[src/hw/dic_pkg.sv]
// Package of constants and types for the duplex DMA and interrupt block.
//==========================================================================
// Overview of operation
// - Playback reload count held as two bytes
// - Auto-initialize reloads counter on rollover to zero
// - Playback rollover raises its own interrupt
// - Playback FIFO of thirty-two words filled by DMA
// - Control one bit 0 enables full duplex
// - Control one bit 1 enables playback DMA
// - Empty FIFO sends zero at sample clock
// - Control two bit 7 holds playback request
// - Control two bit 6 masks playback interrupt
// - DRQ latch active when latch bit set
// - Latched DRQ released by ack, reset, timeout
// - Audio one request cleared by resets, read
// - Volume interrupt raised, masked, polled, cleared
// - MIDI interrupt follows receive data flag
// - Pins are sources; GENERAL_PURPOSE_INPUT blocked when DRQ
// - Any source routes to one of five pins
// - Pin channel numbers loaded from config header
// - Pin drives when an assigned source active
// - Request ANDed with all its masks
// - Status register reports gated source requests
// - Both channels share first channel sample rate
// - Source mask register resets to all ones
// - Status ignores the source mask register
package dic_pkg;
   //=======================================================================
   // Register indices; byte address is four times the index.
   localparam logic [7:0] DIC_STATUS = 8'h06;
   localparam logic [7:0] DIC_SRC_MASK = 8'h07;
   localparam logic [7:0] DIC_A1_POLL = 8'h0C;
   localparam logic [7:0] DIC_A1_CLEAR = 8'h0E;
   localparam logic [7:0] DIC_IRQ_CHAN0 = 8'h20;
   localparam logic [7:0] DIC_LATCH_CFG = 8'h25;
   localparam logic [7:0] DIC_ACTIVATE = 8'h30;
   localparam logic [7:0] DIC_VOLUME = 8'h64;
   localparam logic [7:0] DIC_VOL_CLEAR = 8'h66;
   localparam logic [7:0] DIC_RELOAD_LO = 8'h74;
   localparam logic [7:0] DIC_RELOAD_HI = 8'h76;
   localparam logic [7:0] DIC_CTL1 = 8'h78;
   localparam logic [7:0] DIC_CTL2 = 8'h7A;
   localparam logic [7:0] DIC_ROUTE0 = 8'h90;
   // Field positions.
   localparam int DIC_CTL1_FD = 0;
   localparam int DIC_CTL1_EN = 1;
   localparam int DIC_CTL1_AUTO = 4;
   localparam int DIC_CTL2_MASK = 6;
   localparam int DIC_CTL2_IRQ = 7;
   localparam int DIC_VOL_MASK = 1;
   localparam int DIC_VOL_POLL = 3;
   localparam int DIC_MIDI_MASK = 6;
   localparam int DIC_LATCH_EN = 7;
   // Reset values.
   localparam logic [6:0] DIC_SRC_MASK_RST = 7'h7F;
   // Sources and pins.
   localparam int DIC_NSRC = 7;
   localparam int DIC_NPIN = 5;
   // Timing: clock rate and the DRQ latch timeout.
   localparam int DIC_CLK_HZ = 10000000;
   localparam int DIC_LATCH_MS = 8;
   localparam int DIC_MS_CYCLES = DIC_CLK_HZ / 1000;
   // Interrupt pin bundle: level and output enable per pin.
   typedef struct packed {
      logic [4:0] level;
      logic [4:0] oe;
   } dic_irqpin_s;
   // Activation of the logical devices.
   typedef struct packed {
      logic gp;
      logic modem;
      logic cd;
      logic audio;
   } dic_active_s;
endpackage

[src/hw/dic_top.sv]
// Duplex playback DMA channel, DRQ latch and interrupt routing logic.
`timescale 1ns/10ps
module dic_top import dic_pkg::*; #(
   parameter int MS_CYCLES = DIC_MS_CYCLES,
   parameter int FIFO_DEPTH = 32
) (
   input wire logic sys_clk,
   input wire logic reset,
   input wire logic [7:0] avs_address,
   input wire logic avs_read,
   input wire logic avs_write,
   input wire logic [31:0] avs_writedata,
   output logic [31:0] avs_readdata,
   output logic avs_waitrequest,
   input wire logic soft_reset,
   input wire logic audio1_event,
   input wire logic vol_button_event,
   input wire logic midi_rx_avail,
   input wire logic optical_drive_irq_in,
   input wire logic modem_irq_in,
   input wire logic modem_irq_disable_in,
   input wire logic general_purpose_input,
   input wire logic gpi_is_drq,
   input wire logic cfg_hdr_load,
   input wire logic [23:0] cfg_hdr_irq_chan,
   input wire logic [2:0] drq_raw_in,
   input wire logic [2:0] dack_n_in,
   input wire logic [7:0] isa_data_in,
   input wire logic sample_tick,
   output logic [2:0] drq_out,
   output logic [15:0] dac_word_q,
   output dic_irqpin_s irq_pins
);
   //=======================================================================
   // Pin synchronisers.
   localparam int SW = 15;
   logic [SW-1:0] pin_a_q, pin_b_q;
   wire [SW-1:0] pin_raw = {isa_data_in, dack_n_in, general_purpose_input,
      modem_irq_disable_in, modem_irq_in, optical_drive_irq_in};
   always_ff @(posedge sys_clk or posedge reset) begin
      if (reset) begin
         pin_a_q <= '1;
         pin_b_q <= '1;
      end else begin
         pin_a_q <= pin_raw;
         pin_b_q <= pin_a_q;
      end
   end
   wire cd_pin = pin_b_q[0];
   wire mdm_pin = pin_b_q[1];
   wire mdm_dis = pin_b_q[2];
   wire gp_pin = pin_b_q[3];
   wire [2:0] dack_n = pin_b_q[6:4];
   wire [7:0] isa_data = pin_b_q[14:7];
   logic [2:0] dack_n_q;
   always_ff @(posedge sys_clk or posedge reset) begin
      if (reset) dack_n_q <= '1;
      else dack_n_q <= dack_n;
   end
   // A DACK low pulse is seen at its falling edge.
   wire [2:0] dack_fall = dack_n_q & ~dack_n;

   //=======================================================================
   // Avalon slave: one wait state, then the answer.
   logic ack_q;
   logic [31:0] rdata_q;
   logic [31:0] rdata_d;
   wire req = avs_read | avs_write;
   wire wr = avs_write & ack_q;
   wire rd = avs_read & ack_q;
   assign avs_waitrequest = req & ~ack_q;
   assign avs_readdata = rdata_q;
   wire [7:0] wd = avs_writedata[7:0];
   always_ff @(posedge sys_clk or posedge reset) begin
      if (reset) begin
         ack_q <= 1'b0;
         rdata_q <= '0;
      end else begin
         ack_q <= req & ~ack_q;
         rdata_q <= rdata_d;
      end
   end

   //=======================================================================
   // Software registers.
   logic [6:0] src_mask_q;
   logic [7:0] reload_lo_q, reload_hi_q, ctl1_q, volume_q, latch_cfg_q;
   logic [7:0] irq_chan_q [3];
   logic [2:0] route_q [DIC_NSRC];
   dic_active_s active_q;
   logic ctl2_mask_q;
   wire a_hit_mask = avs_address == DIC_SRC_MASK;
   always_ff @(posedge sys_clk or posedge reset) begin
      if (reset) begin
         src_mask_q <= DIC_SRC_MASK_RST;
         reload_lo_q <= '0;
         reload_hi_q <= '0;
         ctl1_q <= '0;
         volume_q <= '0;
         latch_cfg_q <= '0;
         active_q <= '0;
         ctl2_mask_q <= 1'b0;
         for (int i = 0; i < 3; i++) irq_chan_q[i] <= '0;
         for (int i = 0; i < DIC_NSRC; i++) route_q[i] <= '0;
      end else begin
         if (wr && a_hit_mask) src_mask_q <= wd[6:0];
         if (wr && avs_address == DIC_RELOAD_LO) reload_lo_q <= wd;
         if (wr && avs_address == DIC_RELOAD_HI) reload_hi_q <= wd;
         if (wr && avs_address == DIC_CTL1) ctl1_q <= wd;
         if (wr && avs_address == DIC_CTL2) ctl2_mask_q <= wd[DIC_CTL2_MASK];
         if (wr && avs_address == DIC_VOLUME) volume_q <= wd;
         if (wr && avs_address == DIC_LATCH_CFG) latch_cfg_q <= wd;
         if (wr && avs_address == DIC_ACTIVATE) active_q <= wd[3:0];
         for (int i = 0; i < 3; i++) begin
            if (cfg_hdr_load) begin
               irq_chan_q[i] <= cfg_hdr_irq_chan[8*i +: 8];
            end else if (wr && avs_address == DIC_IRQ_CHAN0 + 8'(i)) begin
               irq_chan_q[i] <= wd;
            end
         end
         for (int i = 0; i < DIC_NSRC; i++) begin
            if (wr && avs_address == DIC_ROUTE0 + 8'(i)) route_q[i] <= wd[2:0];
         end
      end
   end
   wire fd_mode = ctl1_q[DIC_CTL1_FD];
   wire pb_en = ctl1_q[DIC_CTL1_EN];
   wire auto_init = ctl1_q[DIC_CTL1_AUTO];

   //=======================================================================
   // Playback FIFO of 16-bit words built from byte pairs, low byte first.
   localparam int PW = $clog2(FIFO_DEPTH);
   logic [15:0] fifo_mem [FIFO_DEPTH];
   logic [PW-1:0] wp_q, rp_q;
   logic [PW:0] fcnt_q;
   logic [7:0] low_byte_q;
   logic half_q;
   wire byte_take = dack_fall[1] & pb_en;
   wire push = byte_take & half_q;
   wire pop = sample_tick & fd_mode & (fcnt_q != '0);
   wire fifo_full = fcnt_q == (PW+1)'(FIFO_DEPTH);
   always_ff @(posedge sys_clk) begin
      if (push) fifo_mem[wp_q] <= {isa_data, low_byte_q};
   end
   always_ff @(posedge sys_clk or posedge reset) begin
      if (reset) begin
         wp_q <= '0;
         rp_q <= '0;
         fcnt_q <= '0;
         low_byte_q <= '0;
         half_q <= 1'b0;
         dac_word_q <= '0;
      end else begin
         if (byte_take) begin
            half_q <= ~half_q;
            if (!half_q) low_byte_q <= isa_data;
         end
         if (push) wp_q <= wp_q + 1'b1;
         if (pop) rp_q <= rp_q + 1'b1;
         fcnt_q <= fcnt_q + (PW+1)'(push) - (PW+1)'(pop);
         if (sample_tick && fd_mode) begin
            dac_word_q <= pop ? fifo_mem[rp_q] : 16'h0000;
         end
         if (!fd_mode && !pb_en) begin
            wp_q <= '0;
            rp_q <= '0;
            fcnt_q <= '0;
            half_q <= 1'b0;
         end
      end
   end

   //=======================================================================
   // Transfer counter: counts bytes up from the two's complement reload.
   logic [15:0] count_q;
   logic done_q, pb_irq_q, pb_en_q;
   wire [15:0] count_inc = count_q + 16'h0001;
   wire rollover = byte_take & (count_inc == 16'h0000);
   wire reload_wr = wr & (avs_address == DIC_RELOAD_HI);
   wire irq_clr = wr & (avs_address == DIC_CTL2) & ~wd[DIC_CTL2_IRQ];
   always_ff @(posedge sys_clk or posedge reset) begin
      if (reset) begin
         count_q <= '0;
         done_q <= 1'b0;
         pb_irq_q <= 1'b0;
         pb_en_q <= 1'b0;
      end else begin
         pb_en_q <= pb_en;
         // A high byte write loads the new byte, not the stale register.
         if (reload_wr) begin
            count_q <= {wd, reload_lo_q};
            done_q <= 1'b0;
         end else if (pb_en && !pb_en_q) begin
            count_q <= {reload_hi_q, reload_lo_q};
            done_q <= 1'b0;
         end else if (rollover && auto_init) begin
            count_q <= {reload_hi_q, reload_lo_q};
         end else if (rollover) begin
            count_q <= count_inc;
            done_q <= 1'b1;
         end else if (byte_take) begin
            count_q <= count_inc;
         end
         // A rollover in the clearing cycle still sets the request.
         if (rollover) pb_irq_q <= 1'b1;
         else if (irq_clr) pb_irq_q <= 1'b0;
      end
   end
   // Request stays up until the FIFO holds FIFO_DEPTH words or done_q is set; the held low byte is not counted.
   wire pb_drq = pb_en & ~done_q & ~fifo_full;

   //=======================================================================
   // DRQ latch with 1 ms tick timer.
   logic [$clog2(MS_CYCLES+1)-1:0] ms_cnt_q;
   logic ms_tick_q;
   logic [2:0] latch_q;
   logic [3:0] idle_ms_q [3];
   wire latch_on = latch_cfg_q[DIC_LATCH_EN];
   wire [2:0] drq_int = {drq_raw_in[2], pb_drq, drq_raw_in[0]};
   // The counter wraps on the same compare that raises the tick.
   wire ms_wrap = ms_cnt_q == $bits(ms_cnt_q)'(MS_CYCLES - 1);
   always_ff @(posedge sys_clk or posedge reset) begin
      if (reset) begin
         ms_cnt_q <= '0;
         ms_tick_q <= 1'b0;
         latch_q <= '0;
         for (int i = 0; i < 3; i++) idle_ms_q[i] <= '0;
      end else begin
         ms_tick_q <= ms_wrap;
         ms_cnt_q <= ms_wrap ? '0 : ms_cnt_q + 1'b1;
         for (int i = 0; i < 3; i++) begin
            if (!latch_on || drq_int[i]) begin
               idle_ms_q[i] <= '0;
               latch_q[i] <= latch_on & drq_int[i];
            end else if (dack_fall[i]) begin
               latch_q[i] <= 1'b0;
            end else if (ms_tick_q && latch_q[i]) begin
               // Nine ticks give at least eight full milliseconds.
               if (idle_ms_q[i] == 4'(DIC_LATCH_MS)) latch_q[i] <= 1'b0;
               idle_ms_q[i] <= idle_ms_q[i] + 4'h1;
            end
         end
      end
   end
   assign drq_out = drq_int | latch_q;

   //=======================================================================
   // Sticky interrupt sources: audio one and hardware volume.
   logic a1_irq_q, vol_irq_q;
   wire a1_clr = rd & (avs_address == DIC_A1_CLEAR);
   wire vol_clr = wr & (avs_address == DIC_VOL_CLEAR);
   always_ff @(posedge sys_clk or posedge reset) begin
      if (reset) begin
         a1_irq_q <= 1'b0;
         vol_irq_q <= 1'b0;
      end else begin
         if (audio1_event) a1_irq_q <= 1'b1;
         else if (a1_clr || soft_reset) a1_irq_q <= 1'b0;
         if (vol_button_event) vol_irq_q <= 1'b1;
         else if (vol_clr) vol_irq_q <= 1'b0;
      end
   end

   //=======================================================================
   // Source gating, status and pin routing.
   wire gp_src = gp_pin & ~gpi_is_drq;
   wire [6:0] src_gated = {
      gp_src,
      mdm_pin & ~mdm_dis,
      cd_pin,
      midi_rx_avail & volume_q[DIC_MIDI_MASK],
      vol_irq_q & volume_q[DIC_VOL_MASK],
      pb_irq_q & ctl2_mask_q,
      a1_irq_q};
   // Status reads the sources before the source mask register.
   wire [7:0] status_val = {1'b0, src_gated};
   wire [6:0] src_final = src_gated & src_mask_q;
   wire [6:0] src_active = {active_q.gp,
      active_q.modem & ~mdm_dis, active_q.cd,
      {4{active_q.audio}}};
   logic [4:0] pin_lvl, pin_oe;
   always_comb begin
      pin_lvl = '0;
      pin_oe = '0;
      for (int s = 0; s < DIC_NSRC; s++) begin
         for (int p = 0; p < DIC_NPIN; p++) begin
            if (route_q[s] == 3'(p + 1)) begin
               pin_lvl[p] = pin_lvl[p] | (src_final[s] & src_active[s]);
               pin_oe[p] = pin_oe[p] | src_active[s];
            end
         end
      end
   end
   dic_irqpin_s pins_q;
   always_ff @(posedge sys_clk or posedge reset) begin
      if (reset) pins_q <= '0;
      else pins_q <= '{level: pin_lvl, oe: pin_oe};
   end
   assign irq_pins = pins_q;

   //=======================================================================
   // Read data decode.
   wire [7:0] a = avs_address;
   always_comb begin
      rdata_d = '0;
      if (a == DIC_STATUS) rdata_d[7:0] = status_val;
      else if (a == DIC_SRC_MASK) rdata_d[6:0] = src_mask_q;
      else if (a == DIC_A1_POLL) rdata_d[0] = a1_irq_q;
      else if (a == DIC_A1_CLEAR) rdata_d[0] = a1_irq_q;
      else if (a >= DIC_IRQ_CHAN0 && a < DIC_IRQ_CHAN0 + 8'h03)
         rdata_d[7:0] = irq_chan_q[2'(a - DIC_IRQ_CHAN0)];
      else if (a == DIC_LATCH_CFG) rdata_d[7:0] = latch_cfg_q;
      else if (a == DIC_ACTIVATE) rdata_d[3:0] = active_q;
      else if (a == DIC_VOLUME) begin
         rdata_d[7:0] = volume_q;
         rdata_d[DIC_VOL_POLL] = vol_irq_q;
      end else if (a == DIC_RELOAD_LO) rdata_d[7:0] = reload_lo_q;
      else if (a == DIC_RELOAD_HI) rdata_d[7:0] = reload_hi_q;
      else if (a == DIC_CTL1) rdata_d[7:0] = ctl1_q;
      else if (a == DIC_CTL2) begin
         rdata_d[DIC_CTL2_IRQ] = pb_irq_q;
         rdata_d[DIC_CTL2_MASK] = ctl2_mask_q;
      end else if (a >= DIC_ROUTE0 && a < DIC_ROUTE0 + 8'h07)
         rdata_d[2:0] = route_q[3'(a - DIC_ROUTE0)];
   end
endmodule

[config.mk]
export PLATFORM = sky130hd
export DESIGN_NAME = dic_top
export DESIGN_NICKNAME = d
export VERILOG_FILES = /design/src/hw/dic_pkg.sv /design/src/hw/dic_top.sv
export SDC_FILE = /design/constraint.sdc
export NUM_CORES = 1
export LEC_CHECK = 0
export BUFFER_PORTS_ARGS = -buffer_cell sky130_fd_sc_hd__buf_2
export CAP_MARGIN = 30
export CORE_UTILIZATION = 61
export CTS_CLUSTER_SIZE = 10
export DETAILED_ROUTE_END_ITERATION = 7
export PLACE_DENSITY_LB_ADDON = 0.15
export SLEW_MARGIN = 10
export SYNTH_ARGS = -nofsm -noshare
export SYNTH_HDL_FRONTEND = slang
export SYNTH_SLANG_ARGS = --single-unit
export TNS_END_PERCENT = 50
[constraint.sdc]
create_clock -name sys_clk -period 8.8 [get_ports sys_clk]
set_input_delay 0.44 -clock sys_clk [delete_from_list [all_inputs] [get_ports sys_clk]]
set_output_delay 0.44 -clock sys_clk [all_outputs]
set_load 0.02 [all_outputs]
==> summary.md, run 1 <==
| Metric | Value |
|---|---|
| Crit share post-route | `41.8%` |
| F_max | `272 MHz` |
| Worst-skew pair later-pin latency | `0.64 ns` |
| Peak supply drop | `0.241 mV` |
| Drt via density | `6.35` |
| Worst EP required | `9.31 ns` |
| Crit end category | `flop` |
| Nets | `2210` |
| # Max-Cap Violations | `0` |
| Die extent in y | `229 microns` |
| I/O Pins | `155` |
| Vias in the first global route | `18700` |
| Fillers | `3273` |
| Clock buffer count from CTS | `86` |
| Reg clk slew, reported paths | `0.06 ns` |
| Mapped Area | `31400 sq um` |
| Routed WL per cell | `26.4 microns` |
| Synth cell types | `84` |
| H-tree depth | `3` |
| Relative slew slack | `34.6%` |
| Row cnt | `82` |
| Setup CP Type | `reg2reg` |
| CTS tree | `built` |
| Startpoint Class | `flop` |
| Layout cells sized above 1 | `26.1%` |
| Diodes inserted | `0` |
| CORE AREA | `50500 sq um` |
| DRT Pass-1 Iters | `6` |
| Post-Syn Instances | `1916` |
| DP HPWL | `43000 microns` |
| PD cells | `237 nW/um^2` |
| Placer congestion estimate | `0.953` |
| Fin. Hold Viols | `0` |
| Seq/Total Area, Yosys | `68.1%` |
| Fin util | `70.6%` |
| Sink Count | `752` |
| Pin count of the biggest net entering global routing | `103` |
| Setup total negative slack | `0 ns` |
| Worst Tran Pin Value | `0.981 ns` |
| Ys Warns | `0` |
| Placed cells | `2646` |
| Antenna Nets Post-Route | `0` |
| Post-Route WL | `74700 microns` |
| Max FO, Critical Path | `18` |
| DRT iter0 DRCs | `1725` |
| EDFF count, synth | `512` |
| Outcome | `finished clean` |
| Hold Path Class | `in2reg` |
| Buffer depth of the longest clock path | `3` |
| Final setup viols | `0` |
| Via count | `18000` |
| Async SR Flop Fraction | `31.9%` |
| WP data arrival | `4.18 ns` |
| Setup crit start | `ctl1_q[0]$_DFFE_PP0P_` |
| Layout Cell Area excl Fill | `35700 sq um` |
| Max Clock Skew | `0.0414 ns` |
| Residual DRC | `0` |
| Layout area overhead | `13.4%` |
| FF-to-FF path depth | `12` |
| CP Capture Point | `fcnt_q[4]$_DFF_PP0_` |
| Synth Area per Inst | `16.4 sq um` |
| Fin. max-slew vios | `0` |
| Antenna violations before repair | `0` |
| P_leak | `12.9 nW` |
| Initial core utilization | `62.3%` |
| Number of port buffers | `105` |
| RSZ-0062 raised after global routing | `no` |
| CTS root buf | `clkbuf_16` |
| Primary FF master, synth | `edfxtp_1` |
| Die area | `52500 sq um` |
| Die X | `229 microns` |
| Placed Instance Area | `32800 sq um` |
| Synth Register Bits | `752` |
| Non-Filler Instances | `2827` |
| FF-to-FF End | `fcnt_q[4]$_DFF_PP0_` |
| R2R Setup Slk | `5.12 ns` |
| Reg-to-reg startpoint | `ctl1_q[0]$_DFFE_PP0P_` |
| Post-route minimum period | `3.68 ns` |
| Total GRT Usage | `29.2%` |
| Total grt overflow | `0` |
| PnR Total Power | `0.00847 W` |
| First-pass GRT wire length | `113000 microns` |
state kept, by name (all words and copies together), names as in the netlist, 10 cells and up:
signal and flops:
ms_cnt_q 14, pin_a_q 15, fifo_mem 512, idle_ms_q 12, irq_pins 10, irq_chan_q 24, route_q 21, dac_word_q 16
pin_b_q 15, count_q 16
cell families (layout without fill, tap and decap cells):
logic type / after synthesis / in the layout / share of synthesized area, %
AOI/OAI and AO/OA: 193 / 193 / 4.03
xor gates and xnor gates: 44 / 44 / 1.25
adders and majority gates: 24 / 24 / 0.979
buffers and inverters: 149 / 365 / 2.20
DFF: 752 / 752 / 68.1
muxes: 291 / 291 / 16.0
other: 1 / 24 / 0.0119
and+or+nand+nor: 462 / 462 / 7.35
stage by stage:
step                      setup slack [ns]  hold WS, ns
after CTS                             5.08     0.000960
after global placement                4.81        0.345
after floorplan                       1.84        0.345
after detailed placement              4.96        0.347
final                                 5.12       0.0243
after global routing                  4.80       0.0212
Yosys cell counts (all sizes together), types with 23 or more instances:
library cell / count / share of area, %
nand2: 158 / 1.9
buf: 54 / 1.1
clkbuf: 66 / 0.80
mux2: 72 / 2.6
ha: 23 / 0.92
nand3: 36 / 0.60
inv: 29 / 0.35
mux2i: 56 / 1.8
o21ai: 75 / 1.2
dfrtp: 200 / 16
nor2: 106 / 1.3
nand4: 25 / 0.50
mux4: 163 / 12
edfxtp: 512 / 49
a21oi: 30 / 0.48
dfstp: 40 / 3.3
cell usage in the layout, fill, tap and decap left out, drive strengths merged, types with 12 or more instances in the layout:
master and n:
clkbuf 145, mux2 72, dfrtp 200, nand3 36, conb 24, nor3 12, nor2 106, nor2b 15
dlygate4sd3 21, nand2b 20, xor2 22, nand2 158, dfstp 40, mux4 163, nor3b 15, edfxtp 512
inv 33, o21ai 75, a21oi 30, nor4 13, mux2i 56, xnor2 22, buf 164, ha 23
nand4 25, nand3b 15
routing by layer:
layer,vias to the layer above,wire (microns),track usage [%]
li1,7737,-,-
met1,9273,28600,37.5
met2,748,38300,50.1
met3,200,4610,4.71
met4,0,3210,12.0
met5,-,0,0
critical path, stage by stage, from the launching register on:
cell	delay [ns]
dfrtp_1	0.42
nand2_1	0.67
a21o_1	0.66
inv_1	0.29
ha_1	0.36
inv_1	0.04
ha_1	0.20
fa_1	0.41
a21oi_1	0.14
nor2_1	0.05
nor2_1	0.12
xor2_1	0.16
nor2_1	0.05
where the power goes:
| part | internal, W | leakage [nW] | total [W] | switching [W] |
|---|---|---|---|---|
| Combinational | 0.000501 | 4.02 | 0.00103 | 0.000531 |
| Clock | 0.00184 | 1.18 | 0.00320 | 0.00136 |
| Sequential | 0.00403 | 7.65 | 0.00424 | 0.000210 |
| Total | 0.00637 | 12.9 | 0.00847 | 0.00210 |
worst min path at each step:
stage                                    start                          to  slack (ns)  cells past startpoint
after detailed placement  pin_a_q[8]$_DFF_PP1_        pin_b_q[8]$_DFF_PP1_        0.35                      0
after global placement    pin_a_q[6]$_DFF_PP1_        pin_b_q[6]$_DFF_PP1_        0.35                      0
after CTS                  cfg_hdr_irq_chan[6]  irq_chan_q[22]$_DFFE_PP0P_       0.001                      3
final                      cfg_hdr_irq_chan[6]  irq_chan_q[22]$_DFFE_PP0P_        0.02                      3
after global routing       cfg_hdr_irq_chan[6]  irq_chan_q[22]$_DFFE_PP0P_        0.02                      3
after floorplan           pin_a_q[0]$_DFF_PP1_        pin_b_q[0]$_DFF_PP1_        0.35                      0
layout make-up:
type                       instances  area (sq um)  area share (%)
multi-input combinational       1038          9430            26.4
clock inverter                     6           104           0.291
inverter                          29           116           0.326
timing repair buffer             186          1350            3.80
tap                              672           841            2.36
clock buffer                     144          2380            6.67
sequential                       752         21400            60.1
what timing repair did:
item,4_1_cts,5_1_grt
setup buffers,0,0
endpoints found under the hold margin,77,0
gates resized for setup,0,0
hold buffers,21,0
Power figures use the tool's default switching activity.
==> run 2, diff against run 1 <==
==> constraint.sdc (replaced) <==
create_clock -name sys_clk -period 3.6 [get_ports sys_clk]
set_input_delay 0.18 -clock sys_clk [delete_from_list [all_inputs] [get_ports sys_clk]]
set_output_delay 0.18 -clock sys_clk [all_outputs]
set_load 0.02 [all_outputs]
==> summary.md, run 2 (synthesized netlist as in run 1, its figures left out) <==
| Metric | Value |
|---|---|
| Outcome | `finished clean` |
| Layout area overhead | `15.6%` |
| Initial core utilization | `62.3% (unchanged)` |
| Row cnt | `82 (unchanged)` |
| CORE AREA | `50500 sq um (unchanged)` |
| FF-to-FF path depth | `8 (-4)` |
| Worst Tran Pin Value | `0.996 ns (+0.0154 ns)` |
| # Max-Cap Violations | `0 (unchanged)` |
| Setup total negative slack | `0 ns (unchanged)` |
| F_max | `322 MHz (+18%)` |
| First-pass GRT wire length | `118000 microns (+4.7%)` |
| CTS tree | `built` |
| P_sw | `0.00522 W (+150%)` |
| Fin. Hold Viols | `0 (unchanged)` |
| WP data arrival | `3.63 ns (-0.55 ns)` |
| Sink Count | `752 (unchanged)` |
| Critical Path Stages | `8 (-4)` |
| Die X | `229 microns (unchanged)` |
| WP buf/inv | `0 (-2)` |
| PD cells | `575 nW/um^2 (+140%)` |
| Fillers | `3127 (-4.5%)` |
| Reg clk slew, reported paths | `0.06 ns (about the same)` |
| Worst EP required | `4.12 ns (-5.19 ns)` |
| Vias in the first global route | `19300 (+3.3%)` |
| Worst path top cell family by delay | `simple AND/OR/NAND/NOR gates` |
| Area taken by multi-input logic gates | `9420 sq um (about the same)` |
| Worst path cell trace | `ha_1, nand3_1, nor4_1, xnor2_1, nand3_2, or4_4, and3_1, o311ai_1` |
| Max FO, Critical Path | `13 (-5)` |
| Layout Cell Area excl Fill | `36400 sq um (+1.9%)` |
| Die extent in y | `229 microns (unchanged)` |
| Routed WL per cell | `26.9 microns (+2.0%)` |
| CTS root buf | `clkbuf_16` |
| DRT Pass-1 Iters | `6 (unchanged)` |
| Crit-path max cell delay | `0.65 ns (-0.02 ns)` |
| DP HPWL | `45400 microns (+5.6%)` |
| Most common cell after layout, fill and taps aside | `edfxtp_1` |
| Clock buffer count from CTS | `85 (-1.2%)` |
| Buffer depth of the longest clock path | `3 (unchanged)` |
| I/O Pins | `155 (unchanged)` |
| Post-Route WL | `77800 microns (+4.2%)` |
| Reg-to-reg startpoint | `count_q[1]$_DFFE_PP0P_` |
| Drt via density | `6.39 (+0.66%)` |
| Relative slew slack | `33.6% (-1.0 points)` |
| RSZ-0062 raised after global routing | `no` |
| Placer congestion estimate | `0.922 (-3.3%)` |
| Die area | `52500 sq um (unchanged)` |
| Pin count of the biggest net entering global routing | `62 (-40%)` |
| Top flop regs | `fifo_mem: 512 flops, irq_chan_q: 24 flops, route_q: 21 flops` |
| Leading cell types in the layout, fill and taps excluded | `edfxtp_1 (512), dfrtp_1 (196), mux4_2 (163), nand2_1 (158), buf_2 (105)` |
| Most flop-heavy register | `fifo_mem` |
| Startpoint Class | `flop` |
| Via count | `18500 (+2.9%)` |
| Nets | `2276 (+3.0%)` |
| Max reg flops | `512 (unchanged)` |
| Placed Instance Area | `33100 sq um (+0.90%)` |
| Post-CTS Setup Inserts | `0 (unchanged)` |
| Post-route minimum period | `3.11 ns (-0.565 ns)` |
| CP max stage cell | `or4_4` |
| CP Capture Point | `count_q[12]$_DFFE_PP0P_` |
| R2R Setup Slk | `0.49 ns (-4.63 ns)` |
| Total grt overflow | `0 (unchanged)` |
| Crit end category | `flop` |
| Antenna violations before repair | `1 (+1)` |
| H-tree depth | `3 (unchanged)` |
| Reg area | `21400 sq um (about the same)` |
| Fin. max-slew vios | `0 (unchanged)` |
| Worst-skew pair later-pin latency | `0.63 ns (about the same)` |
| Seq pwr share | `49.5% (-0.5 points)` |
| Post-CTS sizing | `0 (unchanged)` |
| Antenna Nets Post-Route | `0 (unchanged)` |
| Residual DRC | `0 (unchanged)` |
| Number of port buffers | `105 (unchanged)` |
| Sw Ratio | `25.0% (+0.19 points)` |
| Total GRT Usage | `30.6% (+1.4 points)` |
| DRT iter0 DRCs | `1926 (+12%)` |
| Max Clock Skew | `0.0354 ns (-0.00606 ns)` |
| Hold Path Class | `in2reg` |
| Logic pwr share | `13.0% (+0.8 points)` |
| Diodes inserted | `0 (unchanged)` |
| FF-to-FF End | `count_q[12]$_DFFE_PP0P_` |
| Peak supply drop | `0.603 mV (+150%)` |
| P_leak | `13.2 nW (+2.5%)` |
| Clock share of power | `37.5% (-0.3 points)` |
| Setup CP Type | `reg2reg` |
| Crit share post-route | `86.4% (+45 points)` |
| Final setup viols | `0 (unchanged)` |
| Int Pwr | `0.0157 W (+150%)` |
| Setup crit start | `count_q[1]$_DFFE_PP0P_` |
| Layout cells sized above 1 | `26.5% (+0.40 points)` |
## run 2: cell types whose count changed in the layout (fill, tap and decap cells not counted), sizes merged
cell	delta
buf	+26
dlygate4sd3	+41
clkinvlp	+1
clkbuf	-4
inv	-2
## run 2: tightest hold or removal path, stage by stage
cell and delay [ns]:
buf_2 0.24, nand2_1 0.11, nand2_1 0.07
## run 2: per-layer routing
layer | track usage, % | share of wire [%] | vias to the layer above
met1 | 38.9 | 37 | 9493
met4 | 13.3 | 4.5 | 0
met2 | 52.4 | 52 | 901
li1 | - | - | 7850
met3 | 5.04 | 7.0 | 229
met5 | 0 | 0 | -
## run 2: timing repair
| item | CTS | global route |
|---|---|---|
| hold endpoints to repair | 105 | 0 |
| setup endpoints to repair | 0 | 0 |
| hold buffers | 62 | 0 |
## run 2: power groups by stage
stage | clock, W | combinational [W] | sequential (W)
after CTS | 0.00793 | 0.00248 | 0.0105
after global routing | 0.00829 | 0.00295 | 0.0104
after global placement | 0 | 0.00232 | 0.0106
after detailed placement | 0 | 0.00238 | 0.0106
after floorplan | 0 | 0.00184 | 0.0103
final | 0.00784 | 0.00272 | 0.0103
## run 2: worst min path at each step
stage | slack, ns | startpoint | cells past startpoint | to
6_report | 0.03 | avs_writedata[2] | 3 | reload_hi_q[2]$_DFFE_PP0P_
5_1_grt | 0.06 | avs_writedata[1] | 3 | ctl1_q[1]$_DFFE_PP0P_
4_1_cts | 0.008 | avs_writedata[2] | 3 | reload_hi_q[2]$_DFFE_PP0P_
3_5_place_dp | 0.21 | reset | 2 | avs_readdata[7]$_DFF_PP0_
3_3_place_gp | 0.28 | isa_data_in[1] | 1 | pin_a_q[8]$_DFF_PP1_
2_1_floorplan | 0.18 | optical_drive_irq_in | 0 | pin_a_q[0]$_DFF_PP1_
## run 2: final cells by class
type	instances	area share [%]
multi-input cells	1038	25.9
clock buffers	140	6.53
clock inverters	5	0.268
flip-flops and latches	752	59.0
repair buffers	253	5.68
inverters	29	0.310
well taps	672	2.31
## run 2: through the flow
stage          util [%]  instances  power (W)  worst slack, ns  hold WS (ns)
3_5_place_dp       65.6       2673     0.0130            0.515         0.210
3_3_place_gp       65.5       2670     0.0129            0.387         0.285
2_1_floorplan         -       1939     0.0122            0.305         0.184
5_1_grt            72.0       2889     0.0216            0.241        0.0619
6_report           72.0       2889     0.0209            0.490        0.0333
4_1_cts            71.7       2880     0.0209            0.499       0.00802
==> run 3, diff against run 2 <==
--- a/config.mk
+++ b/config.mk
@@ -7,7 +7,9 @@
 export LEC_CHECK = 0
 export BUFFER_PORTS_ARGS = -buffer_cell sky130_fd_sc_hd__buf_2
 export CAP_MARGIN = 30
-export CORE_UTILIZATION = 61
+export CELL_PAD_IN_SITES_DETAIL_PLACEMENT = 1
+export CELL_PAD_IN_SITES_GLOBAL_PLACEMENT = 2
+export CORE_UTILIZATION = 46
 export CTS_CLUSTER_SIZE = 10
 export DETAILED_ROUTE_END_ITERATION = 7
 export PLACE_DENSITY_LB_ADDON = 0.15
==> summary.md, run 3 (synthesized netlist as in run 1, its figures left out) <==
| Metric | Value |
|---|---|
| Max FO, Critical Path | `9 (-4)` |
| Final setup viols | `0 (unchanged)` |
| Row cnt | `95 (+16%)` |
| Crit-path max cell delay | `0.57 ns (-0.08 ns)` |
| DP HPWL | `50700 microns (+12%)` |
| RSZ-0062 raised after global routing | `no` |
| Initial core utilization | `46.7% (-16 points)` |
| Reg area | `21400 sq um (unchanged)` |
| Post-route minimum period | `3.24 ns (+0.133 ns)` |
| CTS tree | `built` |
| Peak supply drop | `0.456 mV (-24%)` |
| Setup total negative slack | `0 ns (unchanged)` |
| Fillers | `6211 (+99%)` |
| Total GRT Usage | `24.4% (-6.2 points)` |
| Layout area overhead | `16.7%` |
| Crit share post-route | `90.1% (+3.7 points)` |
| Int Pwr | `0.0159 W (+1.2%)` |
| Total grt overflow | `0 (unchanged)` |
| DRT iter0 DRCs | `1453 (-25%)` |
| CP max stage cell | `nor4_4` |
| Logic pwr share | `12.7% (-0.3 points)` |
| Worst Tran Pin Value | `0.934 ns (-0.0623 ns)` |
| DRT Pass-1 Iters | `7 (+1)` |
| Area taken by multi-input logic gates | `9490 sq um (+0.70%)` |
| Antenna violations before repair | `0 (-1)` |
| CORE AREA | `67400 sq um (+34%)` |
| Drt via density | `5.84 (-8.7%)` |
| Clock buffer count from CTS | `87 (+2.4%)` |
| Post-Route WL | `83000 microns (+6.7%)` |
| PnR Total Power | `0.0213 W (+1.8%)` |
| Reg clk slew, reported paths | `0.06 ns (about the same)` |
| Die area | `69400 sq um (+32%)` |
| Top flop regs | `fifo_mem: 512 flops, irq_chan_q: 24 flops, route_q: 21 flops` |
| WP buf/inv | `0 (unchanged)` |
| PD cells | `580 nW/um^2 (+0.83%)` |
| Post-CTS Setup Inserts | `0 (unchanged)` |
| Worst-skew pair later-pin latency | `0.65 ns (+0.02 ns)` |
| Worst path top cell family by delay | `simple AND/OR/NAND/NOR gates` |
| Seq pwr share | `48.5% (-1.0 points)` |
| CTS root buf | `clkbuf_16` |
| Die X | `263 microns (+15%)` |
| Number of port buffers | `105 (unchanged)` |
| Fin. Hold Viols | `0 (unchanged)` |
| I/O Pins | `155 (unchanged)` |
| Worst EP required | `4.13 ns (about the same)` |
| Buffer depth of the longest clock path | `3 (unchanged)` |
| F_max | `308 MHz (-4.1%)` |
| Clock share of power | `38.8% (+1.3 points)` |
| WP data arrival | `3.77 ns (+0.14 ns)` |
| Most common cell after layout, fill and taps aside | `edfxtp_1` |
| Leading cell types in the layout, fill and taps excluded | `edfxtp_1 (512), dfrtp_1 (196), mux4_2 (163), nand2_1 (158), buf_2 (106)` |
| Setup CP Type | `reg2reg` |
| Startpoint Class | `flop` |
| Worst path cell trace | `ha_1, nand3_1, nor4_1, xnor2_1, nand3_2, nor4_4, nor2_1, o221a_2` |
| Layout cells sized above 1 | `27.7% (+1.2 points)` |
| P_sw | `0.00540 W (+3.5%)` |
| Sink Count | `752 (unchanged)` |
| Relative slew slack | `37.8% (+4.2 points)` |
| Vias in the first global route | `19400 (+0.28%)` |
| Max Clock Skew | `0.0390 ns (+0.00364 ns)` |
| Antenna Nets Post-Route | `0 (unchanged)` |
| Via count | `18000 (-2.4%)` |
| Placer congestion estimate | `0.858 (-6.9%)` |
| Crit end category | `flop` |
| First-pass GRT wire length | `126000 microns (+6.2%)` |
| Die extent in y | `263 microns (+15%)` |
| Most flop-heavy register | `fifo_mem` |
| Fin. max-slew vios | `0 (unchanged)` |
| P_leak | `13.2 nW (about the same)` |
| # Max-Cap Violations | `0 (unchanged)` |
| H-tree depth | `3 (unchanged)` |
| Routed WL per cell | `26.9 microns (-0.18%)` |
| Pin count of the biggest net entering global routing | `131 (+110%)` |
| Nets | `2268 (-0.35%)` |
| Residual DRC | `0 (unchanged)` |
| Hold Path Class | `in2reg` |
| Sw Ratio | `25.4% (+0.42 points)` |
| Max reg flops | `512 (unchanged)` |
| Outcome | `finished clean` |
| Diodes inserted | `0 (unchanged)` |
run 3: changes by cell type in the layout (fill, tap and decap cells not counted), sizes merged:
cell	change
clkinv	+6
buf	-8
clkbuf	+4
dlygate4sd3	-3
inv	-2
bufinv	+1
run 3: what timing repair did:
action	4_1_cts	5_1_grt
hold endpoints to repair	92	0
hold buffers	59	0
resized for setup	0	0
run 3: worst register-to-register path: cells and delay by family (launching register included):
family | cells | cell delay (ns)
and+or+nand+nor | 5 | 1.75
DFF | 1 | 0.49
AOI/OAI and AO/OA | 1 | 0.34
adders and majority gates | 1 | 0.30
xor gates and xnor gates | 1 | 0.25
run 3: path summary, 6_finish.rpt:
check | cells past startpoint | endpoint | slack [ns] | startpoint
max in group asynchronous | 4 | latch_q[2]$_DFFE_PP0P_ | 2.32 | reset
min in group asynchronous | 3 | ack_q$_DFF_PP0_ | 0.15 | reset
worst min register to register | 0 | dack_n_q[2]$_DFF_PP1_ | 0.35 | pin_b_q[6]$_DFF_PP1_
worst max-delay path | 8 | count_q[6]$_DFFE_PP0P_ | 0.36 | count_q[0]$_DFFE_PP0P_
worst max register to register | 8 | count_q[6]$_DFFE_PP0P_ | 0.36 | count_q[0]$_DFFE_PP0P_
worst min-delay path | 4 | vol_irq_q$_DFFE_PP0P_ | 0.03 | avs_address[7]
run 3: power groups by stage:
| stage | clock network (W) | logic (W) | registers (W) |
|---|---|---|---|
| 2_1_floorplan | 0 | 0.00184 | 0.0103 |
| 3_3_place_gp | 0 | 0.00238 | 0.0106 |
| 3_5_place_dp | 0 | 0.00245 | 0.0106 |
| 4_1_cts | 0.00842 | 0.00253 | 0.0105 |
| 5_1_grt | 0.00874 | 0.00297 | 0.0104 |
| 6_report | 0.00824 | 0.00270 | 0.0103 |
run 3: per-layer routing:
metal  vias to the layer above  track usage [%]  wire length, microns
met5                         -                0                     0
met4                         0             6.91                  2010
met3                       118             3.32                  3820
met2                       505             41.1                 41800
met1                      9573             33.4                 35400
li1                       7830                -                     -
run 3: cell type report:
| type | count | share of cell area [%] |
|---|---|---|
| Clock buffer | 143 | 6.65 |
| Clock inverter | 10 | 0.586 |
| Inverter | 29 | 0.307 |
| Multi-Input combinational cell | 1038 | 25.9 |
| Sequential cell | 752 | 58.4 |
| Tap cell | 873 | 2.98 |
| Timing Repair Buffer | 243 | 5.20 |
run 3: metrics by stage:
step / util, % / hold WS (ns) / instance area [sq um] / instances / setup WS [ns]
floorplan: - / 0.184 / 31500 / 1939 / 0.305
global placement: 49.4 / 0.253 / 33300 / 2865 / 0.570
detailed placement: 49.4 / 0.264 / 33300 / 2866 / 0.412
CTS: 54.2 / 0.00801 / 36500 / 3078 / 0.395
global route: 54.4 / 0.0170 / 36700 / 3088 / 0.0440
finish: 54.4 / 0.0334 / 36700 / 3088 / 0.356
